--- src/logic/tac_consts.vh ---
/*
 * Constants for the touch converter configuration block: SPI command
 * layout, configuration word fields, reset values and timing tables.
 * Assumes the including module runs on a 20 MHz system clock.
 */
`ifndef TAC_CONSTS_VH
`define TAC_CONSTS_VH

// ==========================================================
// Clock and timing
// ==========================================================
`define TAC_CLK_KHZ          20000
`define TAC_OSC_KHZ          4000
`define TAC_OSC_DIV          (`TAC_CLK_KHZ / `TAC_OSC_KHZ)
`define TAC_US_CYCLES        (`TAC_CLK_KHZ / 1000)
`define TAC_LONG_SAMPLE_NS   500
`define TAC_LONG_SAMPLE_CYC  ((`TAC_LONG_SAMPLE_NS * `TAC_CLK_KHZ + 999999) / 1000000)
`define TAC_SAMPLE_OSC_CYC   3

// ==========================================================
// Command bytes
// ==========================================================
`define TAC_CB_KIND          7
`define TAC_CB_ADDR_HI       6
`define TAC_CB_ADDR_LO       3
`define TAC_CB_RM            2
`define TAC_CB_SWRST         1
`define TAC_CB_STS           0
`define TAC_CB_RNW           0
`define TAC_CFG_ADDR         4'hc
`define TAC_FN_XYZ           4'h0
`define TAC_FN_XY            4'h1

// ==========================================================
// Configuration word fields
// ==========================================================
`define TAC_F_PSM            15
`define TAC_F_STS            14
`define TAC_F_RM             13
`define TAC_F_CL_HI          12
`define TAC_F_CL_LO          11
`define TAC_F_PV_HI          10
`define TAC_F_PV_LO          8
`define TAC_F_PR_HI          7
`define TAC_F_PR_LO          5
`define TAC_F_SN_HI          4
`define TAC_F_SN_LO          2
`define TAC_F_DTW            1
`define TAC_F_LSM            0
`define TAC_RD_RESET         16'h4000
`define TAC_WR_RESET         16'h0000

// ==========================================================
// Settling, precharge and sense times in microseconds
// ==========================================================
`define TAC_PV_US {22'd100000, 22'd50000, 22'd10000, 22'd5000, 22'd1000, 22'd500, 22'd100, 22'd0}
`define TAC_PR_US {22'd1364, 22'd1300, 22'd1108, 22'd1044, 22'd340, 22'd276, 22'd84, 22'd20}
`define TAC_SN_US {22'd2656, 22'd2592, 22'd2144, 22'd2080, 22'd608, 22'd544, 22'd96, 22'd32}

`endif

--- src/logic/tac_touch_config.v ---
/*
 * Touch converter configuration register with its serial command port
 * and the scan sequencer it steers (settle, sample, convert, precharge,
 * sense). Assumes an SPI mode 0 master whose pins are asynchronous to
 * sys_clk and slow enough to be oversampled; pen_touch comes from the
 * analog touch comparator, also asynchronous.
 */
`timescale 1ns/10ps
`default_nettype none
`include "tac_consts.vh"

module tac_touch_config #(
    parameter US_CYCLES = `TAC_US_CYCLES  // System cycles per microsecond
) (
    // Clock and reset
    input  wire        sys_clk,
    input  wire        resetn,
    // Serial command port
    input  wire        spi_cs_n,
    input  wire        spi_sclk,
    input  wire        spi_mosi,
    output reg         spi_miso,
    output reg         spi_miso_oe,
    // Touch panel and converter
    input  wire        pen_touch,
    output reg         panel_drive,
    output reg         adc_sample,
    output reg         adc_clk_en,
    output reg         adc_power,
    output reg         resolution_select,
    output reg  [1:0]  coord_sel,
    output reg         conv_done,
    output reg         touch_data_irq_pin_n
);

    // ==========================================================
    // States and local sizes
    // ==========================================================
    localparam [5:0] ST_IDLE   = 6'h01;
    localparam [5:0] ST_SETTLE = 6'h02;
    localparam [5:0] ST_SAMPLE = 6'h04;
    localparam [5:0] ST_CONV   = 6'h08;
    localparam [5:0] ST_PRECHG = 6'h10;
    localparam [5:0] ST_SENSE  = 6'h20;
    localparam integer OSC_LOAD  = `TAC_OSC_DIV - 1;                  // Oscillator reload
    localparam integer US_LOAD   = US_CYCLES - 1;                     // Microsecond reload
    localparam integer SAMP_BASE = `TAC_SAMPLE_OSC_CYC * `TAC_OSC_DIV - 1; // Count ends at 0
    localparam integer SAMP_LONG = `TAC_LONG_SAMPLE_CYC;              // Long sample extension
    // Packed lookup tables
    localparam [175:0] PV_T = `TAC_PV_US;
    localparam [175:0] PR_T = `TAC_PR_US;
    localparam [175:0] SN_T = `TAC_SN_US;

    // ==========================================================
    // Input synchronisers
    // ==========================================================
    reg  [3:0] sync1_reg;              // First stage, read only by second
    reg  [3:0] sync2_reg;              // Second stage: cs, sclk, mosi, pen
    reg        sclk_old_reg;           // Previous synchronised clock

    // Two flops per asynchronous pin
    always @(posedge sys_clk or negedge resetn) begin
        if (!resetn) begin
            // Idle pin levels, so no false edge or touch follows reset
            sync1_reg    <= 4'ha;
            sync2_reg    <= 4'ha;
            sclk_old_reg <= 1'b0;
        end else begin
            sync1_reg    <= {spi_cs_n, spi_sclk, spi_mosi, pen_touch};
            sync2_reg    <= sync1_reg;
            sclk_old_reg <= sync2_reg[2];
        end
    end

    wire cs_act  = ~sync2_reg[3];
    wire sclk_r  = cs_act & sync2_reg[2] & ~sclk_old_reg;
    wire sclk_f  = cs_act & ~sync2_reg[2] & sclk_old_reg;
    wire mosi_s  = sync2_reg[1];
    wire touch_s = sync2_reg[0];

    // ==========================================================
    // Register and serial state
    // ==========================================================
    reg        psm_reg;                // Pen mode select
    reg        sts_reg;                // Stop request
    reg        rm_reg;                 // Resolution select
    reg [1:0]  cl_reg;                 // Converter clock divider
    reg [2:0]  pv_reg;                 // Panel settle code
    reg [2:0]  pr_reg;                 // Precharge code
    reg [2:0]  sn_reg;                 // Sense code
    reg        dtw_reg;                // Wait touch detect
    reg        lsm_reg;                // Long sample mode
    reg [3:0]  fn_reg;                 // Converter function code
    reg        start_reg;              // Host start request
    reg [4:0]  bit_reg;                // Bit position in command
    reg [7:0]  cmd_reg;                // Latched command byte
    reg [15:0] sh_reg;                 // Receive shifter
    reg [15:0] tx_reg;                 // Transmit shifter
    reg        data_rdy_reg;           // Conversion result waiting
    reg [5:0]  st_reg;                 // Sequencer state
    reg [21:0] cnt_reg;                // Phase countdown
    reg [1:0]  crd_reg;                // Coordinate index

    wire [15:0] rx_word  = {sh_reg[14:0], mosi_s};
    wire        busy     = ~st_reg[0];
    // Read image: touch and idle flags, the rest verbatim
    wire [15:0] rd_word  = {touch_s, ~busy, rm_reg, cl_reg, pv_reg,
                            pr_reg, sn_reg, dtw_reg, lsm_reg};

    // ==========================================================
    // Serial command decode
    // ==========================================================
    // Mode 0: sample on rising edge, shift out on falling edge
    always @(posedge sys_clk or negedge resetn) begin
        if (!resetn) begin
            psm_reg <= 1'b0;
            sts_reg <= 1'b0;
            rm_reg  <= 1'b0;
            cl_reg  <= 2'h0;
            pv_reg  <= 3'h0;
            pr_reg  <= 3'h0;
            sn_reg  <= 3'h0;
            dtw_reg <= 1'b0;
            lsm_reg <= 1'b0;
            fn_reg  <= 4'h0;
            start_reg <= 1'b0;
            bit_reg <= 5'h00;
            cmd_reg <= 8'h00;
            sh_reg  <= 16'h0000;
            tx_reg  <= 16'h0000;
            spi_miso    <= 1'b0;
            spi_miso_oe <= 1'b0;
        end else begin
            start_reg   <= 1'b0;
            spi_miso_oe <= cs_act;
            if (!cs_act) begin
                bit_reg <= 5'h00;                          // Frame ends with select
            end else if (sclk_r) begin
                sh_reg <= rx_word;
                if (bit_reg == 5'd7) begin
                    cmd_reg <= rx_word[7:0];
                    if (rx_word[`TAC_CB_KIND]) begin
                        // Start byte: function, resolution, reset, stop
                        bit_reg <= 5'h00;
                        rm_reg  <= rx_word[`TAC_CB_RM];
                        sts_reg <= rx_word[`TAC_CB_STS];
                        fn_reg  <= rx_word[`TAC_CB_ADDR_HI:`TAC_CB_ADDR_LO];
                        start_reg <= ~rx_word[`TAC_CB_STS] & ~rx_word[`TAC_CB_SWRST];
                        if (rx_word[`TAC_CB_SWRST]) begin
                            psm_reg <= 1'b0;               // Software reset
                            sts_reg <= 1'b0;
                            rm_reg  <= 1'b0;
                            cl_reg  <= 2'h0;
                            pv_reg  <= 3'h0;
                            pr_reg  <= 3'h0;
                            sn_reg  <= 3'h0;
                            dtw_reg <= 1'b0;
                            lsm_reg <= 1'b0;
                            fn_reg  <= 4'h0;
                        end
                    end else begin
                        bit_reg <= bit_reg + 5'd1;
                        // Read of the configuration word loads the shifter
                        if (rx_word[`TAC_CB_ADDR_HI:`TAC_CB_ADDR_LO] == `TAC_CFG_ADDR
                            && rx_word[`TAC_CB_RNW])
                            tx_reg <= rd_word;
                        else
                            tx_reg <= 16'h0000;
                    end
                end else if (bit_reg == 5'd23) begin
                    bit_reg <= 5'h00;                      // Next control byte may follow
                    if (cmd_reg[`TAC_CB_ADDR_HI:`TAC_CB_ADDR_LO] == `TAC_CFG_ADDR
                        && !cmd_reg[`TAC_CB_RNW]) begin
                        psm_reg <= rx_word[`TAC_F_PSM];
                        sts_reg <= rx_word[`TAC_F_STS];
                        rm_reg  <= rx_word[`TAC_F_RM];
                        cl_reg  <= rx_word[`TAC_F_CL_HI:`TAC_F_CL_LO];
                        pv_reg  <= rx_word[`TAC_F_PV_HI:`TAC_F_PV_LO];
                        pr_reg  <= rx_word[`TAC_F_PR_HI:`TAC_F_PR_LO];
                        sn_reg  <= rx_word[`TAC_F_SN_HI:`TAC_F_SN_LO];
                        dtw_reg <= rx_word[`TAC_F_DTW];
                        lsm_reg <= rx_word[`TAC_F_LSM];
                    end
                end else begin
                    bit_reg <= bit_reg + 5'd1;
                end
            end else if (sclk_f && bit_reg >= 5'd8) begin
                spi_miso <= tx_reg[15];                    // MSB first
                tx_reg   <= {tx_reg[14:0], 1'b0};
            end
        end
    end

    // ==========================================================
    // Tick generators
    // ==========================================================
    reg [2:0]  osc_reg;                // Oscillator-rate divider
    reg [1:0]  adc_div_reg;            // Converter clock divider
    reg [7:0]  us_reg;                 // Microsecond divider
    wire osc_tick = (osc_reg == 3'd0);
    wire [1:0] adc_lim = (cl_reg == 2'h0) ? 2'd0 : (cl_reg == 2'h1) ? 2'd1 : 2'd3;
    wire adc_tick = osc_tick & (adc_div_reg == 2'd0);
    wire us_tick  = (us_reg == 8'd0);

    // Free running dividers for oscillator, converter and timer rates
    always @(posedge sys_clk or negedge resetn) begin
        if (!resetn) begin
            osc_reg     <= 3'd0;
            adc_div_reg <= 2'd0;
            us_reg      <= 8'd0;
        end else begin
            osc_reg <= osc_tick ? OSC_LOAD[2:0] : osc_reg - 3'd1;
            if (osc_tick)
                adc_div_reg <= (adc_div_reg == 2'd0) ? adc_lim : adc_div_reg - 2'd1;
            us_reg <= us_tick ? US_LOAD[7:0] : us_reg - 8'd1;
        end
    end

    // ==========================================================
    // Scan sequencer
    // ==========================================================
    reg [5:0]  st_next;                // Next state
    reg [21:0] cnt_next;               // Next countdown
    reg [1:0]  crd_next;               // Next coordinate
    wire [21:0] settle_us = PV_T[pv_reg*22 +: 22];
    wire [21:0] prechg_us = PR_T[pr_reg*22 +: 22];
    wire [21:0] sense_us  = SN_T[sn_reg*22 +: 22];
    // Countdown includes its zero cycle, so the load is one short
    wire [21:0] sample_cy = SAMP_BASE[21:0]
                          + (lsm_reg ? SAMP_LONG[21:0] : 22'd0);
    wire [1:0]  crd_last  = (fn_reg == `TAC_FN_XY) ? 2'd1 : 2'd2;
    wire        scan_fn   = (fn_reg == `TAC_FN_XYZ) || (fn_reg == `TAC_FN_XY);
    wire        dev_start = psm_reg & scan_fn & touch_s;
    wire        cnt_zero  = (cnt_reg == 22'd0);

    // Phase order: settle, sample, convert per coordinate, then precharge and sense
    always @* begin
        st_next  = st_reg;
        cnt_next = cnt_reg;
        crd_next = crd_reg;
        case (st_reg)
            ST_IDLE: begin
                if (!sts_reg && (start_reg || dev_start)) begin
                    st_next  = ST_SETTLE;
                    cnt_next = settle_us;
                    crd_next = 2'd0;
                end
            end
            ST_SETTLE: begin
                if (cnt_zero) begin
                    st_next  = ST_SAMPLE;
                    cnt_next = sample_cy;
                end else if (us_tick)
                    cnt_next = cnt_reg - 22'd1;
            end
            ST_SAMPLE: begin
                if (cnt_zero) begin
                    st_next  = ST_CONV;
                    cnt_next = rm_reg ? 22'd12 : 22'd10;
                end else
                    cnt_next = cnt_reg - 22'd1;
            end
            ST_CONV: begin
                if (cnt_zero) begin
                    if (crd_reg == crd_last) begin
                        st_next  = ST_PRECHG;
                        cnt_next = prechg_us;
                    end else begin
                        st_next  = ST_SETTLE;
                        cnt_next = settle_us;
                        crd_next = crd_reg + 2'd1;
                    end
                end else if (adc_tick)
                    cnt_next = cnt_reg - 22'd1;
            end
            ST_PRECHG: begin
                if (cnt_zero) begin
                    st_next  = ST_SENSE;
                    cnt_next = sense_us;
                end else if (us_tick)
                    cnt_next = cnt_reg - 22'd1;
            end
            ST_SENSE: begin
                if (cnt_zero) begin
                    // Device mode keeps scanning while the pen stays down
                    if (psm_reg && touch_s) begin
                        st_next  = ST_SETTLE;
                        cnt_next = settle_us;
                        crd_next = 2'd0;
                    end else
                        st_next = ST_IDLE;
                end else if (us_tick)
                    cnt_next = cnt_reg - 22'd1;
            end
            default: st_next = ST_IDLE;
        endcase
        if (sts_reg) begin
            st_next  = ST_IDLE;
            cnt_next = 22'd0;
        end
    end

    // Sequencer registers and flopped outputs
    always @(posedge sys_clk or negedge resetn) begin
        if (!resetn) begin
            st_reg  <= ST_IDLE;
            cnt_reg <= 22'd0;
            crd_reg <= 2'd0;
            data_rdy_reg <= 1'b0;
            panel_drive  <= 1'b0;
            adc_sample   <= 1'b0;
            adc_clk_en   <= 1'b0;
            adc_power    <= 1'b0;
            resolution_select <= 1'b0;
            coord_sel    <= 2'd0;
            conv_done    <= 1'b0;
            touch_data_irq_pin_n <= 1'b1;
        end else begin
            st_reg  <= st_next;
            cnt_reg <= cnt_next;
            crd_reg <= crd_next;
            conv_done <= st_reg[3] & cnt_zero & ~sts_reg;
            // New result sets, any register command byte, read or write, clears; set wins
            if (st_reg[3] && cnt_zero && !sts_reg)
                data_rdy_reg <= 1'b1;
            else if (sclk_r && bit_reg == 5'd7 && !rx_word[`TAC_CB_KIND])
                data_rdy_reg <= 1'b0;
            panel_drive <= st_next[1] | st_next[2] | st_next[3];
            adc_sample  <= st_next[2];
            adc_clk_en  <= st_reg[3] & adc_tick & ~sts_reg;
            adc_power   <= ~st_next[0] & ~sts_reg;
            resolution_select <= rm_reg;
            coord_sel   <= crd_next;
            // Idle wait detect: pin follows touch alone; otherwise touch or a waiting result pulls it low
            if (st_reg[0] && !psm_reg && dtw_reg)
                touch_data_irq_pin_n <= ~touch_s;
            else
                touch_data_irq_pin_n <= ~(touch_s | data_rdy_reg);
        end
    end

endmodule

`default_nettype wire
--- config.mk ---
export PLATFORM = sky130hd
export DESIGN_NAME = tac_touch_config
export DESIGN_NICKNAME = d
export VERILOG_FILES = /design/src/logic/tac_touch_config.v
export VERILOG_INCLUDE_DIRS = /design/src /design/src/logic
export SDC_FILE = /design/constraint.sdc
export NUM_CORES = 1
export LEC_CHECK = 0
export CAP_MARGIN = 20
export CORE_ASPECT_RATIO = 1.5
export CORE_MARGIN = 1
export CORE_UTILIZATION = 65
export CTS_CLUSTER_SIZE = 30
export DETAILED_ROUTE_END_ITERATION = 10
export DONT_BUFFER_PORTS = 1
export PLACE_DENSITY_LB_ADDON = 0.05
export SETUP_SLACK_MARGIN = 0.2
export SYNTH_ARGS = -nofsm -noshare
export SYNTH_HDL_FRONTEND = slang
export SYNTH_SLANG_ARGS = --single-unit
--- constraint.sdc ---
create_clock -name sys_clk -period 7.8 [get_ports sys_clk]
set_clock_uncertainty 0.2 [all_clocks]
set_input_delay 0.78 -clock sys_clk [delete_from_list [all_inputs] [get_ports sys_clk]]
set_output_delay 0.78 -clock sys_clk [all_outputs]
set_load 0.005 [all_outputs]
==> flow_summary.ini, run 1 <==
[run_status]
status = finished clean

[worst_setup_path]
required_ns = 7.95
cp_top_family = simple AND/OR/NAND/NOR gates
crit_path_end_kind = flop
startpoint_type = flop
crit_type = flop to flop
crit_chain = or4_1 -> nor3_2 -> and3_1 -> mux2_2 -> nor3_1 -> a32oi_1 -> nand2_1
cp_slowest_stage_delay_ns = 0.67
cp_max_fo = 18
path_buf_inv = 0
cp_slowest_cell = and3_1
cp.arrival_ns = 3.83

[placement]
pre_cts_ws_ns = 4.24
gp_congestion = 0.935
dp_cells = 760
dpl.hpwl_mm = 10.5
port_buffers = 0

[routing]
wl_mm = 15.7
drc = 0
drt-wirelength-per-cell_um = 19.7
drt-initial-drc-count = 605
antenna_left = 0
vias_per_cell = 6.65
drt-pass1-iter-count = 8
num_vias = 5297

[floorplanning]
dieArea_sq_um = 10000
fp.dieW_um = 82.1
ios = 17
rows = 43
coreArea_sq_um = 9310
start_util = 0.672
die_height_um = 122

[clocking]
clkTransAtPathRegs_ns = 0.06
cts_sinks = 123
clock_path_buffers = 2
cts_root_buf = clkbuf_16
clk_latency_ns = 0.42
htree_levels = 4
cts_tree = yes
cts_buffers = 17

[power_and_ir_drop]
power.density_nw_per_um2 = 226
power_w = 0.00158
p_leak_nw = 3.13
vdd_drop_max_uv = 272

[sta]
rsz0062_at_grt = false
hold_viol = 0
setup_ws_ns = 4.12
fmax_ghz = 0.272
setup_viol = 0
max_slew.worst_pin.slew_ns = 1.03
tns_ns = 0
slew_headroom = 0.311
min_period_over_period = 0.472
period_minus_slack_ns = 3.68
finalMaxSlewViolations = 0

[synth]
ys_seq_area_frac = 0.493
synth_nets = 700
yosysTopAreaCellShare = 0.468
synth.most_common_cell = dfrtp_1
synthCells = 683
synth_common_cells = dfrtp_1 (117), nand2_1 (116), o21ai_0 (57)
ys.flop_type = dfrtp_1
avgSynthCellArea_sq_um = 9.16
synthTopCellsByArea = dfrtp_1 (47%), nand2_1 (7.0%), o21ai_0 (4.6%)
synthArstFlopShare = 1.00
synth_area_sq_um = 6260
synth_edf_count = 0
synth_top_area_cell = dfrtp_1
ys_ff_latch = 123
yosysUniqueCellTypes = 61
synth-warning-count = 0

[cells_and_area]
largest_reg_flops = 22
syn2layout_area_growth_pct = 11.8
fillCellCount = 657
final_nets = 688
multi_input_area_sq_um = 2930
stdcell_count = 796
n_antenna_cell = 0
final-seq-area_sq_um = 3090
layout-drive-gt1-share = 0.0965

[global_route]
grt-ovfl-total = 0
grt_antenna_before_repair = 0
grt_pass1_vias = 5222
grt_max_degree = 118
grt_use_total = 0.337
grt_pass1_wl_mm = 25.0

[hold_path]
hold_path_class = input port to async pin

[run]
max_cap_violations = 0
[final timing paths]
check	startpoint	endpoint	slack, ns	depth (start not counted)
max	cnt_reg[12]	cnt_reg[16]	4.12	7
min	resetn	us_reg[3]	0.1	1
max reg2reg	cnt_reg[12]	cnt_reg[16]	4.12	7
min reg2reg	sync1_reg[0]	sync2_reg[0]	0.15	0
max in group asynchronous	resetn	touch_data_irq_pin_n	6.67	1
min in group sys_clk	sync1_reg[0]	sync2_reg[0]	0.15	0
[power breakdown]
part           internal [W]  switching [W]
clock network      0.000578       0.000294
registers          0.000653      0.0000214
logic             0.0000119      0.0000254
total               0.00124       0.000341
[layer usage]
layer	routed length, um	GRT usage
met1	5930	0.377
met2	8180	0.580
met3	830	0.0689
met4	751	0.196
met5	0	0
[area by class of cell]
cell class              count  share of cell area
clock inverters            13              0.0306
repair buffers              9              0.0161
flip-flops and latches    123               0.441
well taps                 112              0.0200
inverters                  19              0.0102
clock buffers              19              0.0634
multi-input cells         501               0.418
[cells in the final DEF (no fill, tap or decap), drive strengths merged, types with 8 or more instances in the layout]
cell type,instances
nand2,116
clkbuf,19
dfrtp,117
mux2,10
inv,21
nand3,22
ha,11
nand2b,14
and3,8
a22oi,16
or3,9
nor4,8
a21oi,36
o21ai,61
a22o,19
nor2,50
nor3,30
[worst reg2reg max path: cells and delay by family, from the launching register on]
kind | cells | cell delay [ns]
AND/OR/NAND/NOR | 5 | 2.34
multiplexers | 1 | 0.45
flip-flops | 1 | 0.43
AO/OA/AOI/OAI | 1 | 0.20
[kinds of logic (layout without fill, tap and decap cells)]
family	Yosys count	after routing	synth area share
AND/OR/NAND/NOR	293	293	0.233
flip-flops	123	123	0.493
buffers and inverters	59	60	0.0392
multiplexers	15	15	0.0260
AO/OA/AOI/OAI	175	175	0.177
XOR/XNOR	7	7	0.00980
adder cells (fa/ha/maj)	11	11	0.0220
[per-stage QoR]
stage,utilization,hold WS [ns],area (sq um)
finish,0.751,0.0991,6990
global route,0.751,0.150,6990
CTS,0.747,0.00146,6950
detailed placement,0.673,0.136,6260
global placement,0.673,0.138,6260
floorplan,-,0.131,6260
[timing repair]
item	4_1_cts	5_1_grt
hold buffers	2	1
setup buffers	0	0
resized for setup	0	0
hold endpoints to repair	117	3
(Power assumes the default switching activity.)
==> run 2: changes to the inputs <==
--- a/config.mk
+++ b/config.mk
@@ -6,10 +6,11 @@
 export SDC_FILE = /design/constraint.sdc
 export NUM_CORES = 1
 export LEC_CHECK = 0
+export ABC_AREA = 1
 export CAP_MARGIN = 20
 export CORE_ASPECT_RATIO = 1.5
 export CORE_MARGIN = 1
-export CORE_UTILIZATION = 65
+export CORE_UTILIZATION = 58
 export CTS_CLUSTER_SIZE = 30
 export DETAILED_ROUTE_END_ITERATION = 10
 export DONT_BUFFER_PORTS = 1
==> constraint.sdc (replaced) <==
create_clock -name sys_clk -period 3.2 [get_ports sys_clk]
set_clock_uncertainty 0.2 [all_clocks]
set_input_delay 0.32 -clock sys_clk [delete_from_list [all_inputs] [get_ports sys_clk]]
set_output_delay 0.32 -clock sys_clk [all_outputs]
set_load 0.005 [all_outputs]
==> run 2 against run 1 <==
Compared with the run above: the flow now finishes with violations (hold timing); maximum frequency up 38%; count of clock-buffer cells in the layout down 1; non-clock buffer count unchanged; core utilization down 9.0 points; sequential power up 140%; final area up 8.5%; worst hold slack worse by 0.71 ns; synthesized cell count up 35%.
==> flow_summary.ini, run 2 <==
[worst_setup_path]
cp_slowest_cell = dfrtp_1
cp_top_family = simple AND/OR/NAND/NOR gates
crit_type = flop to flop
startpoint_type = flop
path_common_cell = nand2_1
cp_slowest_stage_delay_ns = 0.44
cp_max_fo = 13
required_ns = 3.32
crit_chain = nor2_2 -> nand2_1 -> nor2_2 -> nand3_2 -> nand2_2 -> nand2_1 -> nand3_1 -> nand2_1 -> o21ai_1 -> nand2_1
path_buf_inv = 0
cp.arrival_ns = 2.78
crit_path_end_kind = flop
r2r_slack_ns = 0.54

[sta]
rsz0062_at_grt = false
max_slew.worst_pin.slew_ns = 0.654
setup_ws_ns = 0.539
fmax_ghz = 0.376
tns_ns = 0
period_minus_slack_ns = 2.66
slew_headroom = 0.559
setup_viol = 0
finalMaxSlewViolations = 0
min_period_over_period = 0.832
hold_slack_ns = -0.614
hold_viol = 123

[floorplanning]
coreArea_sq_um = 11500
dieArea_sq_um = 12200
die_height_um = 135
start_util = 0.596
fp.dieW_um = 90.7
ios = 17
rows = 48

[run]
max_cap_violations = 0

[power_and_ir_drop]
p_leak_nw = 3.87
vdd_drop_max_uv = 472
power.density_nw_per_um2 = 467

[routing]
vias_per_cell = 5.67
drt-initial-drc-count = 474
wl_mm = 19.2
antenna_left = 0
drc = 0
drt-pass1-iter-count = 6
num_vias = 6209
drt-wirelength-per-cell_um = 17.5

[clocking]
cts_buffers = 17
holdBufCountCts = 4
cts_root_buf = clkbuf_16
clock_path_buffers = 2
post_cts_buffers = 0
cts_resized = 0
cts_tree = yes
htree_levels = 4
clkTransAtPathRegs_ns = 0.07
cts_sinks = 123
clk_latency_ns = 0.43

[placement]
port_buffers = 0
pre_cts_ws_ns = 0.590
dp_cells = 1060
dpl.hpwl_mm = 13.9
gp_congestion = 0.954

[global_route]
grt-ovfl-total = 0
grt_max_degree = 124
grt_pass1_wl_mm = 31.2
grt_pass1_vias = 6364
grt_use_total = 0.335
grt_antenna_before_repair = 0

[cells_and_area]
layout-drive-gt1-share = 0.0899
most-common-layout-cells = nand2_1 (268), inv_1 (123), dfrtp_1 (117), o21ai_0 (89), nor2_1 (84)
final_nets = 950
layout_commonest_cell = nand2_1
largest_reg_flops = 22
syn2layout_area_growth_pct = 10.9
stdcell_count = 1096
n_antenna_cell = 0

[synth]
ys_ff_latch = 123
ys.flop_type = dfrtp_1
synth_nets = 941
synthTopCellsByArea = dfrtp_1 (43%), nand2_1 (15%), inv_1 (6.8%)
yosysUniqueCellTypes = 44
synthCells = 924
synth_area_sq_um = 6840
synth-warning-count = 0
ys_seq_area_frac = 0.451
synthArstFlopShare = 1.00
yosysTopAreaCellShare = 0.428
synth_common_cells = nand2_1 (268), inv_1 (123), dfrtp_1 (117)
avgSynthCellArea_sq_um = 7.40
synth.most_common_cell = nand2_1
synth_edf_count = 0
synth_top_area_cell = dfrtp_1

[hold_path]
hold_path_class = input port to async pin

[run_status]
violations = hold timing
status = complete, but fails checks
==> run 2: stage by stage <==
| step | util | power, W | hold WS (ns) | cell area [sq um] |
|---|---|---|---|---|
| final | 0.661 | 0.00354 | -0.614 | 7590 |
| after global routing | 0.661 | 0.00363 | -0.627 | 7590 |
| after CTS | 0.661 | 0.00355 | -0.618 | 7590 |
| after detailed placement | 0.609 | 0.00171 | -0.173 | 6980 |
| after global placement | 0.609 | 0.00171 | -0.173 | 6980 |
| after floorplan | - | 0.00168 | -0.176 | 6840 |
==> run 2: final timing paths <==
check / cells past startpoint / to / from
setup / recovery: 10 / cnt_reg[8] / cnt_reg[4]
hold / removal: 0 / cnt_reg[12] / resetn
setup reg to reg: 10 / cnt_reg[8] / cnt_reg[4]
hold reg to reg: 0 / sync2_reg[0] / sync1_reg[0]
max in group asynchronous: 0 / sync1_reg[1] / resetn
min in group sys_clk: 0 / sync2_reg[0] / sync1_reg[0]
==> run 2: cells by family after synthesis <==
group	after synthesis	synth area share
simple gates	478	0.310
compound gates	153	0.122
buf+inv	150	0.0853
flops	123	0.451
fa+ha+maj	11	0.0201
xor+xnor	9	0.0115
==> run 2: layer usage <==
metal  wire [um]  vias to the layer above  track usage
met5           0                        -            0
met4        1300                        0        0.251
met3         807                       83       0.0524
met2        9990                      230        0.597
met1        7080                     2904        0.354
li1            -                     2992            -
==> run 2: worst reg2reg max path, delay by kind of cell (launching register included) <==
family,cells,cell delay [ns]
simple gates,9,1.80
flops,1,0.44
compound gates,1,0.13
==> run 2: final cells by class <==
type                            instances  area, sq um
Fill cell                            1012         3880
Multi-Input combinational cell        651         3180
Sequential cell                       123         3090
Inverter                              131          494
Clock buffer                           18          439
Tap cell                              150          188
Clock inverter                         14          125
Timing Repair Buffer                    9         77.6
==> run 2: power breakdown <==
part | total [W] | switching, W | leakage (nW) | internal [W]
Clock | 0.00185 | 0.000808 | 0.273 | 0.00104
Sequential | 0.00162 | 0.0000289 | 1.66 | 0.00159
Combinational | 0.0000729 | 0.0000544 | 1.94 | 0.0000185
Total | 0.00354 | 0.000891 | 3.87 | 0.00265
